==> src/design/aqra_pkg.sv <==
// Constants and types for the AXI4 QoS and region aware master.
// How it works
// - Every address carries its four-bit QoS value.
// - Larger QoS value means more urgent transaction.
// - QoS zero means no QoS participation.
// - QoS disabled: drive zero on both channels.
// - Programmable QoS value per traffic stream.
// - Every address carries a four-bit region value.
// - Region constant within aligned 4-kilobyte space.
// - Single decode range: drive default region.
// - Region produced only after address decode.
// - Address and data valid independent of ready.
package aqra_pkg;
  localparam int ADDR_W = 32;
  localparam int DATA_W = 32;
  localparam int ID_W = 4;
  localparam int QOS_W = 4;
  localparam int REGION_W = 4;
  localparam int STREAM_W = 2;
  localparam int STREAMS = 4;
  localparam int REGION_LSB = 28;
  localparam logic [QOS_W-1:0] QOS_NONE = 4'h0;
  localparam logic [REGION_W-1:0] REGION_DEFAULT = 4'h0;
  localparam logic [7:0] LEN_SINGLE = 8'h00;
  localparam logic [2:0] SIZE_WORD = 3'h2;
  localparam logic [1:0] BURST_INCR = 2'h1;
  localparam logic [1:0] RESP_OKAY = 2'h0;

  typedef enum logic [4:0] {
    AQRA_IDLE  = 5'h01,
    AQRA_WRITE = 5'h02,
    AQRA_WRESP = 5'h04,
    AQRA_READ  = 5'h08,
    AQRA_RDATA = 5'h10
  } aqra_state_t;
endpackage

==> src/design/aqra_attr_if.sv <==
// Link between the master and its QoS and region source.
`timescale 1ns/1ps
interface aqra_attr_if;
  import aqra_pkg::*;
  logic [STREAM_W-1:0] stream;
  logic [ADDR_W-1:0] addr;
  logic [QOS_W-1:0] qos;
  logic [REGION_W-1:0] region;

  modport src
  (
    input stream,
    input addr,
    output qos,
    output region
  );
  modport user
  (
    output stream,
    output addr,
    input qos,
    input region
  );
endinterface

==> src/design/aqra_attr_src.sv <==
// Per-stream QoS table and region decode for outgoing addresses.
`timescale 1ns/1ps
module aqra_attr_src
(
  input wire logic sys_clk,
  input wire logic reset_n,
  input wire logic cfg_qos_en,
  input wire logic cfg_multi_region,
  input wire logic cfg_qos_we,
  input wire logic [aqra_pkg::STREAM_W-1:0] cfg_qos_stream,
  input wire logic [aqra_pkg::QOS_W-1:0] cfg_qos_value,
  aqra_attr_if.src attr
);
  import aqra_pkg::*;

  logic [QOS_W-1:0] qos_tab_q [STREAMS];
  logic [QOS_W-1:0] qos_tab_d [STREAMS];

  always_comb
  begin
    qos_tab_d = qos_tab_q;
    if (cfg_qos_we)
    begin
      qos_tab_d[cfg_qos_stream] = cfg_qos_value;
    end
  end

  always_ff @(posedge sys_clk or negedge reset_n)
  begin
    if (!reset_n)
    begin
      for (int i = 0; i < STREAMS; i++)
      begin
        qos_tab_q[i] <= QOS_NONE;
      end
    end
    else
    begin
      qos_tab_q <= qos_tab_d;
    end
  end

  always_comb
  begin
    attr.qos = cfg_qos_en ? qos_tab_q[attr.stream] : QOS_NONE;
    attr.region = cfg_multi_region ? attr.addr[REGION_LSB +: REGION_W] : REGION_DEFAULT;
  end
endmodule // aqra_attr_src

==> src/design/aqra_master.sv <==
// AXI4 master issuing single-beat reads and writes with QoS and region.
`timescale 1ns/1ps
module aqra_master
(
  input wire logic sys_clk,
  input wire logic reset_n,
  // User command port
  input wire logic cmd_valid,
  output logic cmd_ready,
  input wire logic cmd_write,
  input wire logic [aqra_pkg::ADDR_W-1:0] cmd_addr,
  input wire logic [aqra_pkg::ID_W-1:0] cmd_id,
  input wire logic [aqra_pkg::DATA_W-1:0] cmd_data,
  input wire logic [aqra_pkg::STREAM_W-1:0] cmd_stream,
  output logic rsp_valid,
  output logic rsp_write,
  output logic [aqra_pkg::ID_W-1:0] rsp_id,
  output logic [1:0] rsp_resp,
  output logic [aqra_pkg::DATA_W-1:0] rsp_data,
  // Configuration
  input wire logic cfg_qos_en,
  input wire logic cfg_multi_region,
  input wire logic cfg_qos_we,
  input wire logic [aqra_pkg::STREAM_W-1:0] cfg_qos_stream,
  input wire logic [aqra_pkg::QOS_W-1:0] cfg_qos_value,
  // Write address channel
  output logic awvalid,
  input wire logic awready,
  output logic [aqra_pkg::ID_W-1:0] awid,
  output logic [aqra_pkg::ADDR_W-1:0] awaddr,
  output logic [7:0] awlen,
  output logic [2:0] awsize,
  output logic [1:0] awburst,
  output logic [aqra_pkg::QOS_W-1:0] awqos,
  output logic [aqra_pkg::REGION_W-1:0] awregion,
  // Write data channel
  output logic wvalid,
  input wire logic wready,
  output logic [aqra_pkg::DATA_W-1:0] wdata,
  output logic [aqra_pkg::DATA_W/8-1:0] wstrb,
  output logic wlast,
  // Write response channel
  input wire logic bvalid,
  output logic bready,
  input wire logic [aqra_pkg::ID_W-1:0] bid,
  input wire logic [1:0] bresp,
  // Read address channel
  output logic arvalid,
  input wire logic arready,
  output logic [aqra_pkg::ID_W-1:0] arid,
  output logic [aqra_pkg::ADDR_W-1:0] araddr,
  output logic [7:0] arlen,
  output logic [2:0] arsize,
  output logic [1:0] arburst,
  output logic [aqra_pkg::QOS_W-1:0] arqos,
  output logic [aqra_pkg::REGION_W-1:0] arregion,
  // Read data channel
  input wire logic rvalid,
  output logic rready,
  input wire logic [aqra_pkg::ID_W-1:0] rid,
  input wire logic [aqra_pkg::DATA_W-1:0] rdata,
  input wire logic [1:0] rresp,
  input wire logic rlast
);
  import aqra_pkg::*;

  aqra_attr_if attr ();

  aqra_state_t state_q, state_d;
  logic [ADDR_W-1:0] addr_q, addr_d;
  logic [ID_W-1:0] id_q, id_d;
  logic [DATA_W-1:0] data_q, data_d;
  logic [QOS_W-1:0] qos_q, qos_d;
  logic [REGION_W-1:0] region_q, region_d;
  logic aw_pend_q, aw_pend_d;
  logic w_pend_q, w_pend_d;
  logic ar_pend_q, ar_pend_d;
  logic rsp_valid_q, rsp_valid_d;
  logic rsp_write_q, rsp_write_d;
  logic [ID_W-1:0] rsp_id_q, rsp_id_d;
  logic [1:0] rsp_resp_q, rsp_resp_d;
  logic [DATA_W-1:0] rsp_data_q, rsp_data_d;

  // Region comes from this master's own decode
  aqra_attr_src u_attr
  (
    .sys_clk(sys_clk),
    .reset_n(reset_n),
    .cfg_qos_en(cfg_qos_en),
    .cfg_multi_region(cfg_multi_region),
    .cfg_qos_we(cfg_qos_we),
    .cfg_qos_stream(cfg_qos_stream),
    .cfg_qos_value(cfg_qos_value),
    .attr(attr.src)
  );

  assign attr.stream = cmd_stream;
  assign attr.addr = cmd_addr;

  // Handshake outputs
  assign cmd_ready = (state_q == AQRA_IDLE);
  // Ready only once response is seen
  assign bready = (state_q == AQRA_WRESP) && bvalid;
  assign rready = (state_q == AQRA_RDATA) && rvalid;

  always_comb
  begin
    state_d = state_q;
    addr_d = addr_q;
    id_d = id_q;
    data_d = data_q;
    qos_d = qos_q;
    region_d = region_q;
    aw_pend_d = aw_pend_q;
    w_pend_d = w_pend_q;
    ar_pend_d = ar_pend_q;
    rsp_valid_d = 1'b0;
    rsp_write_d = rsp_write_q;
    rsp_id_d = rsp_id_q;
    rsp_resp_d = rsp_resp_q;
    rsp_data_d = rsp_data_q;
    case (state_q)
      AQRA_IDLE:
      begin
        if (cmd_valid)
        begin
          addr_d = cmd_addr;
          id_d = cmd_id;
          data_d = cmd_data;
          qos_d = attr.qos;
          region_d = attr.region;
          if (cmd_write)
          begin
            aw_pend_d = 1'b1;
            w_pend_d = 1'b1;
            state_d = AQRA_WRITE;
          end
          else
          begin
            ar_pend_d = 1'b1;
            state_d = AQRA_READ;
          end
        end
      end
      AQRA_WRITE:
      begin
        // Each valid drops only on its own handshake
        if (awready)
        begin
          aw_pend_d = 1'b0;
        end
        if (wready)
        begin
          w_pend_d = 1'b0;
        end
        if (!aw_pend_d && !w_pend_d)
        begin
          state_d = AQRA_WRESP;
        end
      end
      AQRA_WRESP:
      begin
        if (bvalid)
        begin
          rsp_valid_d = 1'b1;
          rsp_write_d = 1'b1;
          rsp_id_d = bid;
          rsp_resp_d = bresp;
          rsp_data_d = '0;
          state_d = AQRA_IDLE;
        end
      end
      AQRA_READ:
      begin
        if (arready)
        begin
          ar_pend_d = 1'b0;
          state_d = AQRA_RDATA;
        end
      end
      AQRA_RDATA:
      begin
        if (rvalid && rlast)
        begin
          rsp_valid_d = 1'b1;
          rsp_write_d = 1'b0;
          rsp_id_d = rid;
          rsp_resp_d = rresp;
          rsp_data_d = rdata;
          state_d = AQRA_IDLE;
        end
      end
      default:
      begin
        aw_pend_d = 1'b0;
        w_pend_d = 1'b0;
        ar_pend_d = 1'b0;
        state_d = AQRA_IDLE;
      end
    endcase
  end

  always_ff @(posedge sys_clk or negedge reset_n)
  begin
    if (!reset_n)
    begin
      state_q <= AQRA_IDLE;
      addr_q <= '0;
      id_q <= '0;
      data_q <= '0;
      qos_q <= QOS_NONE;
      region_q <= REGION_DEFAULT;
      aw_pend_q <= 1'b0;
      w_pend_q <= 1'b0;
      ar_pend_q <= 1'b0;
      rsp_valid_q <= 1'b0;
      rsp_write_q <= 1'b0;
      rsp_id_q <= '0;
      rsp_resp_q <= RESP_OKAY;
      rsp_data_q <= '0;
    end
    else
    begin
      state_q <= state_d;
      addr_q <= addr_d;
      id_q <= id_d;
      data_q <= data_d;
      qos_q <= qos_d;
      region_q <= region_d;
      aw_pend_q <= aw_pend_d;
      w_pend_q <= w_pend_d;
      ar_pend_q <= ar_pend_d;
      rsp_valid_q <= rsp_valid_d;
      rsp_write_q <= rsp_write_d;
      rsp_id_q <= rsp_id_d;
      rsp_resp_q <= rsp_resp_d;
      rsp_data_q <= rsp_data_d;
    end
  end

  // Address and write data channels, one transaction in flight
  assign awvalid = aw_pend_q;
  assign awid = id_q;
  assign awaddr = addr_q;
  assign awlen = LEN_SINGLE;
  assign awsize = SIZE_WORD;
  assign awburst = BURST_INCR;
  assign awqos = qos_q;
  assign awregion = region_q;
  assign wvalid = w_pend_q;
  assign wdata = data_q;
  assign wstrb = '1;
  assign wlast = 1'b1;
  assign arvalid = ar_pend_q;
  assign arid = id_q;
  assign araddr = addr_q;
  assign arlen = LEN_SINGLE;
  assign arsize = SIZE_WORD;
  assign arburst = BURST_INCR;
  assign arqos = qos_q;
  assign arregion = region_q;

  assign rsp_valid = rsp_valid_q;
  assign rsp_write = rsp_write_q;
  assign rsp_id = rsp_id_q;
  assign rsp_resp = rsp_resp_q;
  assign rsp_data = rsp_data_q;
endmodule // aqra_master

==> config.mk <==
export PLATFORM = sky130hd
export DESIGN_NAME = aqra_master
export DESIGN_NICKNAME = d
export VERILOG_FILES = /design/src/design/aqra_pkg.sv /design/src/design/aqra_attr_if.sv /design/src/design/aqra_attr_src.sv /design/src/design/aqra_master.sv
export SDC_FILE = /design/constraint.sdc
export NUM_CORES = 1
export LEC_CHECK = 0
export ABC_AREA = 1
export BUFFER_PORTS_ARGS = -buffer_cell sky130_fd_sc_hd__buf_2
export CORE_AREA = 2 2 126 128
export DETAILED_ROUTE_END_ITERATION = 10
export DIE_AREA = 0 0 128 130
export GPL_ROUTABILITY_DRIVEN = 0
export MAX_ROUTING_LAYER = met4
export PLACE_DENSITY_LB_ADDON = 0.2
export SETUP_SLACK_MARGIN = 0.4
export SLEW_MARGIN = 0
export SYNTH_ARGS = -nofsm -noshare
export SYNTH_HDL_FRONTEND = slang
export SYNTH_HIERARCHICAL = 1
export SYNTH_SLANG_ARGS = --single-unit
==> constraint.sdc <==
create_clock -name sys_clk -period 4.8 [get_ports sys_clk]
set_input_delay 0.96 -clock sys_clk [delete_from_list [all_inputs] [get_ports sys_clk]]
set_output_delay 0.96 -clock sys_clk [all_outputs]
set_load 0.03 [all_outputs]
After elaboration in Yosys (flattened, before gate mapping). Cells that the tools add are included.

Bits in registers: 140. Latch bits: 0. Memory bits (writable): 0. Memory bits (read-only): 0. Bits of input ports: 133. Output and inout port bits: 197. Word-level logic and storage cells: 94. Memories kept: 0.

Add/sub/neg operators: 0. Multipliers: 0. Divide/modulo/power cells: 0. Magnitude comparators: 3. Equal/unequal tests: 12. Shift operators: 0. Mux-type cells: 42. Bitwise gates (word level): 4. Reduce and logical (&&, ||, !) cells: 15.

Operators with widths (count): $mux W32 (2); $pmux W32 S2 (1); $mux W4 (8); $mux W5 (5); $pmux W5 S5 (1); $bwmux W16 (1); $mux W1 (13); $ne A2 B2 Y1 const B (5); $pmux W1 S3 (3); $bmux W4 S2 (1); $demux W4 S2 (1); $pmux W4 S2 (1); $ge A3 B3 Y1 const B (2); $not A2 Y3 (2); $reduce_and A3 Y1 (2); $reduce_or A3 Y1 (2); $eq A5 B1 Y1 const B (1); $eq A5 B2 Y1 const B (1); $eq A5 B3 Y1 const B (1); $eq A5 B4 Y1 const B (1); $eq A5 B5 Y1 const B (1); $logic_and A1 B1 Y1 (5); $reduce_and A5 Y1 (1); $mux W2 (2); 9 further kinds (13).

Depth between registers and ports, before layout.
Depth after elaboration: 6. Mapped depth: 9. Mapped depth without buffers: 8.

By module. Netlist, hierarchy kept.

Modules (own cells, without submodules): aqra_master (times used 1, cells an instance 682, area each 5858.1 um^2, seq. area each 3104.2 um^2); aqra_attr_src (times used 1, cells an instance 114, area each 838.3 um^2, seq. area each 400.4 um^2).

Least setup slack after synthesis. No wires, ideal clock.

Kind: input to output. Start point: input bvalid. End point: output bready. Data arrival time: 1.663 ns. Required time: 3.840 ns. Setup slack: 2.177 ns. Stages on the path: 3. Path buffers: 1. Cells stage by stage: nand4_1 clkbuf_1 inv_1.

Word-level cells in the longest chain between the ends: 1.

RTL lines: from (decl) (line aqra_master.sv:43) `input wire logic bvalid,`; $logic_and A1 B1 Y1 (line aqra_master.sv:103) `assign bready = (state_q == AQRA_WRESP) && bvalid;`; to (decl) (line aqra_master.sv:44) `output logic bready,`.

Every way passes these cells.

Final worst setup path.
Start point: register state_q[0]. End point: output cmd_ready.

Word-level cells in the longest chain between the ends: 1.

RTL lines: from (decl) (line aqra_master.sv:69) `aqra_state_t state_q, state_d;`; from (signal assigned) (line aqra_master.sv:224) `state_q <= state_d;`; $eq A5 B1 Y1 (line aqra_master.sv:101) `assign cmd_ready = (state_q == AQRA_IDLE);`; to (decl) (line aqra_master.sv:9) `output logic cmd_ready,`.

Every way passes these cells.

==> qor.yml <==
postCtsResizedCells: 0
cap_viol_max_count: 0
fin_nets: 1165
grt-ovfl-total: 0
synth_warnings: 6
timing.fmax_mhz: 330.0
die_w_um: 128
die_area_mm2: 0.01664
post-route-period-util_pct: 63.13
grt_pass1_vias: 5276
rsz0062_at_grt: "no"
hold_viol: 0
fin_util_pct: 54.65
synth-seq-area-share_pct: 52.34
layout-drive-gt1-share_pct: 33.27
clk_latency_ns: 0.42
fillers: 1502
seq_area_mm2: 0.003505
required_ns: 3.84
grt_pass1_wl_mm: 27.41
setup_viol: 0
clk_pin_slew_ns: 0.06
final_common_cell: "buf_2"
synthesis.area_per_instance_um2: 8.413
cts_buffer_depth: 2
slew_headroom_pct: 34.28
p_per_area_mw_per_mm2: 764.6
final_cell_mix: "buf_2 (297), nand2_1 (260), dfrtp_1 (139)"
power_mw: 6.445
multi_input_area_mm2: 0.002316
end_kind: "output pin"
holdBufCountCts: 0
p_leak_nw: 5.108
viasPerCell: 4.766
wl_mm: 18.03
io_pins: 330
cts.sinks: 140
worstPathMaxFanout: 34
cts_tree: "done"
tns_ns: 0
antenna_found_initial: 2
tightest_slew_ns: 0.9858
hp-class: "reg -> reg"
syn_area_mm2: 0.006696
worstPathArrival_ns: 2.07
grt_max_degree: 107
cts_setup_buffers: 0
postRouteAntennaNets: 0
setup.worst_path.class: "reg -> out"
drc: 0
vias: 5895
htreeDepth: 4
cts-root-buf: "clkbuf_16"
synth.distinct_cells: 24
period_minus_slack_ns: 3.030
die_h_um: 130
startpoint_type: "flop"
status: "finished, final reports clean"
io_buffers: 298
finClkSkew_ns: 0.009320
synthCells: 796
detail_route.wl_per_cell_um: 14.58
maxSlewViolCount: 0
core_mm2: 0.01542
start_util_pct: 43.41
numCtsBuffers: 17
ir_worst_vdd_uv: 324.5
drtIter0Drc: 330
dr.pass1.iters: 5
track_usage_pct: 21.80
area_growth_pct: 25.88
fp-row-count: 46
ys_ff_latch: 140
dpl.hpwl_mm: 12.57
[area by class of cell]
type,count,area share [%]
sequential,140,41.58
multi-input combinational,514,27.48
timing repair buffer,307,18.57
clock buffer,23,5.789
tap,192,2.850
inverter,52,2.345
clock inverter,7,1.336
antenna,2,0.05937
[sequential cells by signal, indices dropped and copies added (netlist names), 2 cells and up]
name              count
u_attr/qos_tab_q     16
state_q               5
rsp_data             32
arid                  4
arregion              4
rsp_id                4
rsp_resp              2
wdata                32
arqos                 4
araddr               32
[cells in the mapped netlist (all sizes together)]
cell type  instances  area, um2
a21oi              5      25.02
buf               92      688.2
clkbuf            27      101.4
conb               2      7.510
dfrtp            139       3478
dfstp              1      26.28
inv               52      197.7
nand2            262      991.0
nand3            139      715.7
nand3b            32      240.2
nand4              5      31.28
nor2              14      62.56
o21ai             25      125.1
or2                1      6.260
[critical path: stages (launching register included)]
cell	delay (ns)
dfstp_2	0.56
inv_1	0.04
nor2_1	0.11
nand3_1	0.20
inv_2	0.11
buf_4	0.35
buf_2	0.27
[routing by layer]
layer	vias up	GRT usage (%)	part of all wire, %
met4	0	6.335	1.0
met1	2774	26.70	43
li1	2895	-	-
met2	211	36.08	50
met5	-	-	0
met3	15	5.453	6.3
[where the power goes]
part,internal (mW),total (mW),switching [mW],leakage (nW)
Clock,0.864,1.35,0.481,0.295
Combinational,0.816,3.12,2.30,3.02
Sequential,1.67,1.98,0.314,1.80
Total,3.35,6.44,3.10,5.11
[logic make-up after synthesis]
logic type             after synthesis  share of synthesized area (%)
AND/OR/NAND/NOR                    453                          30.57
AO/OA/AOI/OAI                       30                          2.242
other                                2                         0.1121
flip-flops                         140                          52.34
buffers and inverters              171                          14.74
[worst paths after layout]
path | startpoint | to | slack, ns | cells after the start
min in group asynchronous | reset_n | araddr[3]$_DFFE_PN0P_ | 0.68 | 1
worst max-delay path | state_q[0]$_DFFE_PN1P_ | cmd_ready | 1.77 | 6
worst min register to register | wdata[15]$_DFFE_PN0P_ | wdata[15]$_DFFE_PN0P_ | 0.46 | 2
worst max register to register | state_q[0]$_DFFE_PN1P_ | arqos[1]$_DFFE_PN0P_ | 2.14 | 9
max in group asynchronous | reset_n | rsp_id[3]$_DFFE_PN0P_ | 3.24 | 2
worst min-delay path | wdata[15]$_DFFE_PN0P_ | wdata[15]$_DFFE_PN0P_ | 0.46 | 2
[metrics by stage]
step	instance area (um2)	hold WS, ns	cells	worst slack [ns]
after floorplan	6805	0.4588	825	2.177
after global placement	7824	0.4501	1205	2.022
after detailed placement	7824	0.4540	1205	2.033
after CTS	8424	0.4676	1235	1.768
after global routing	8429	0.4788	1237	1.607
final	8429	0.4629	1237	1.770
Power figures use the tool's default switching activity.
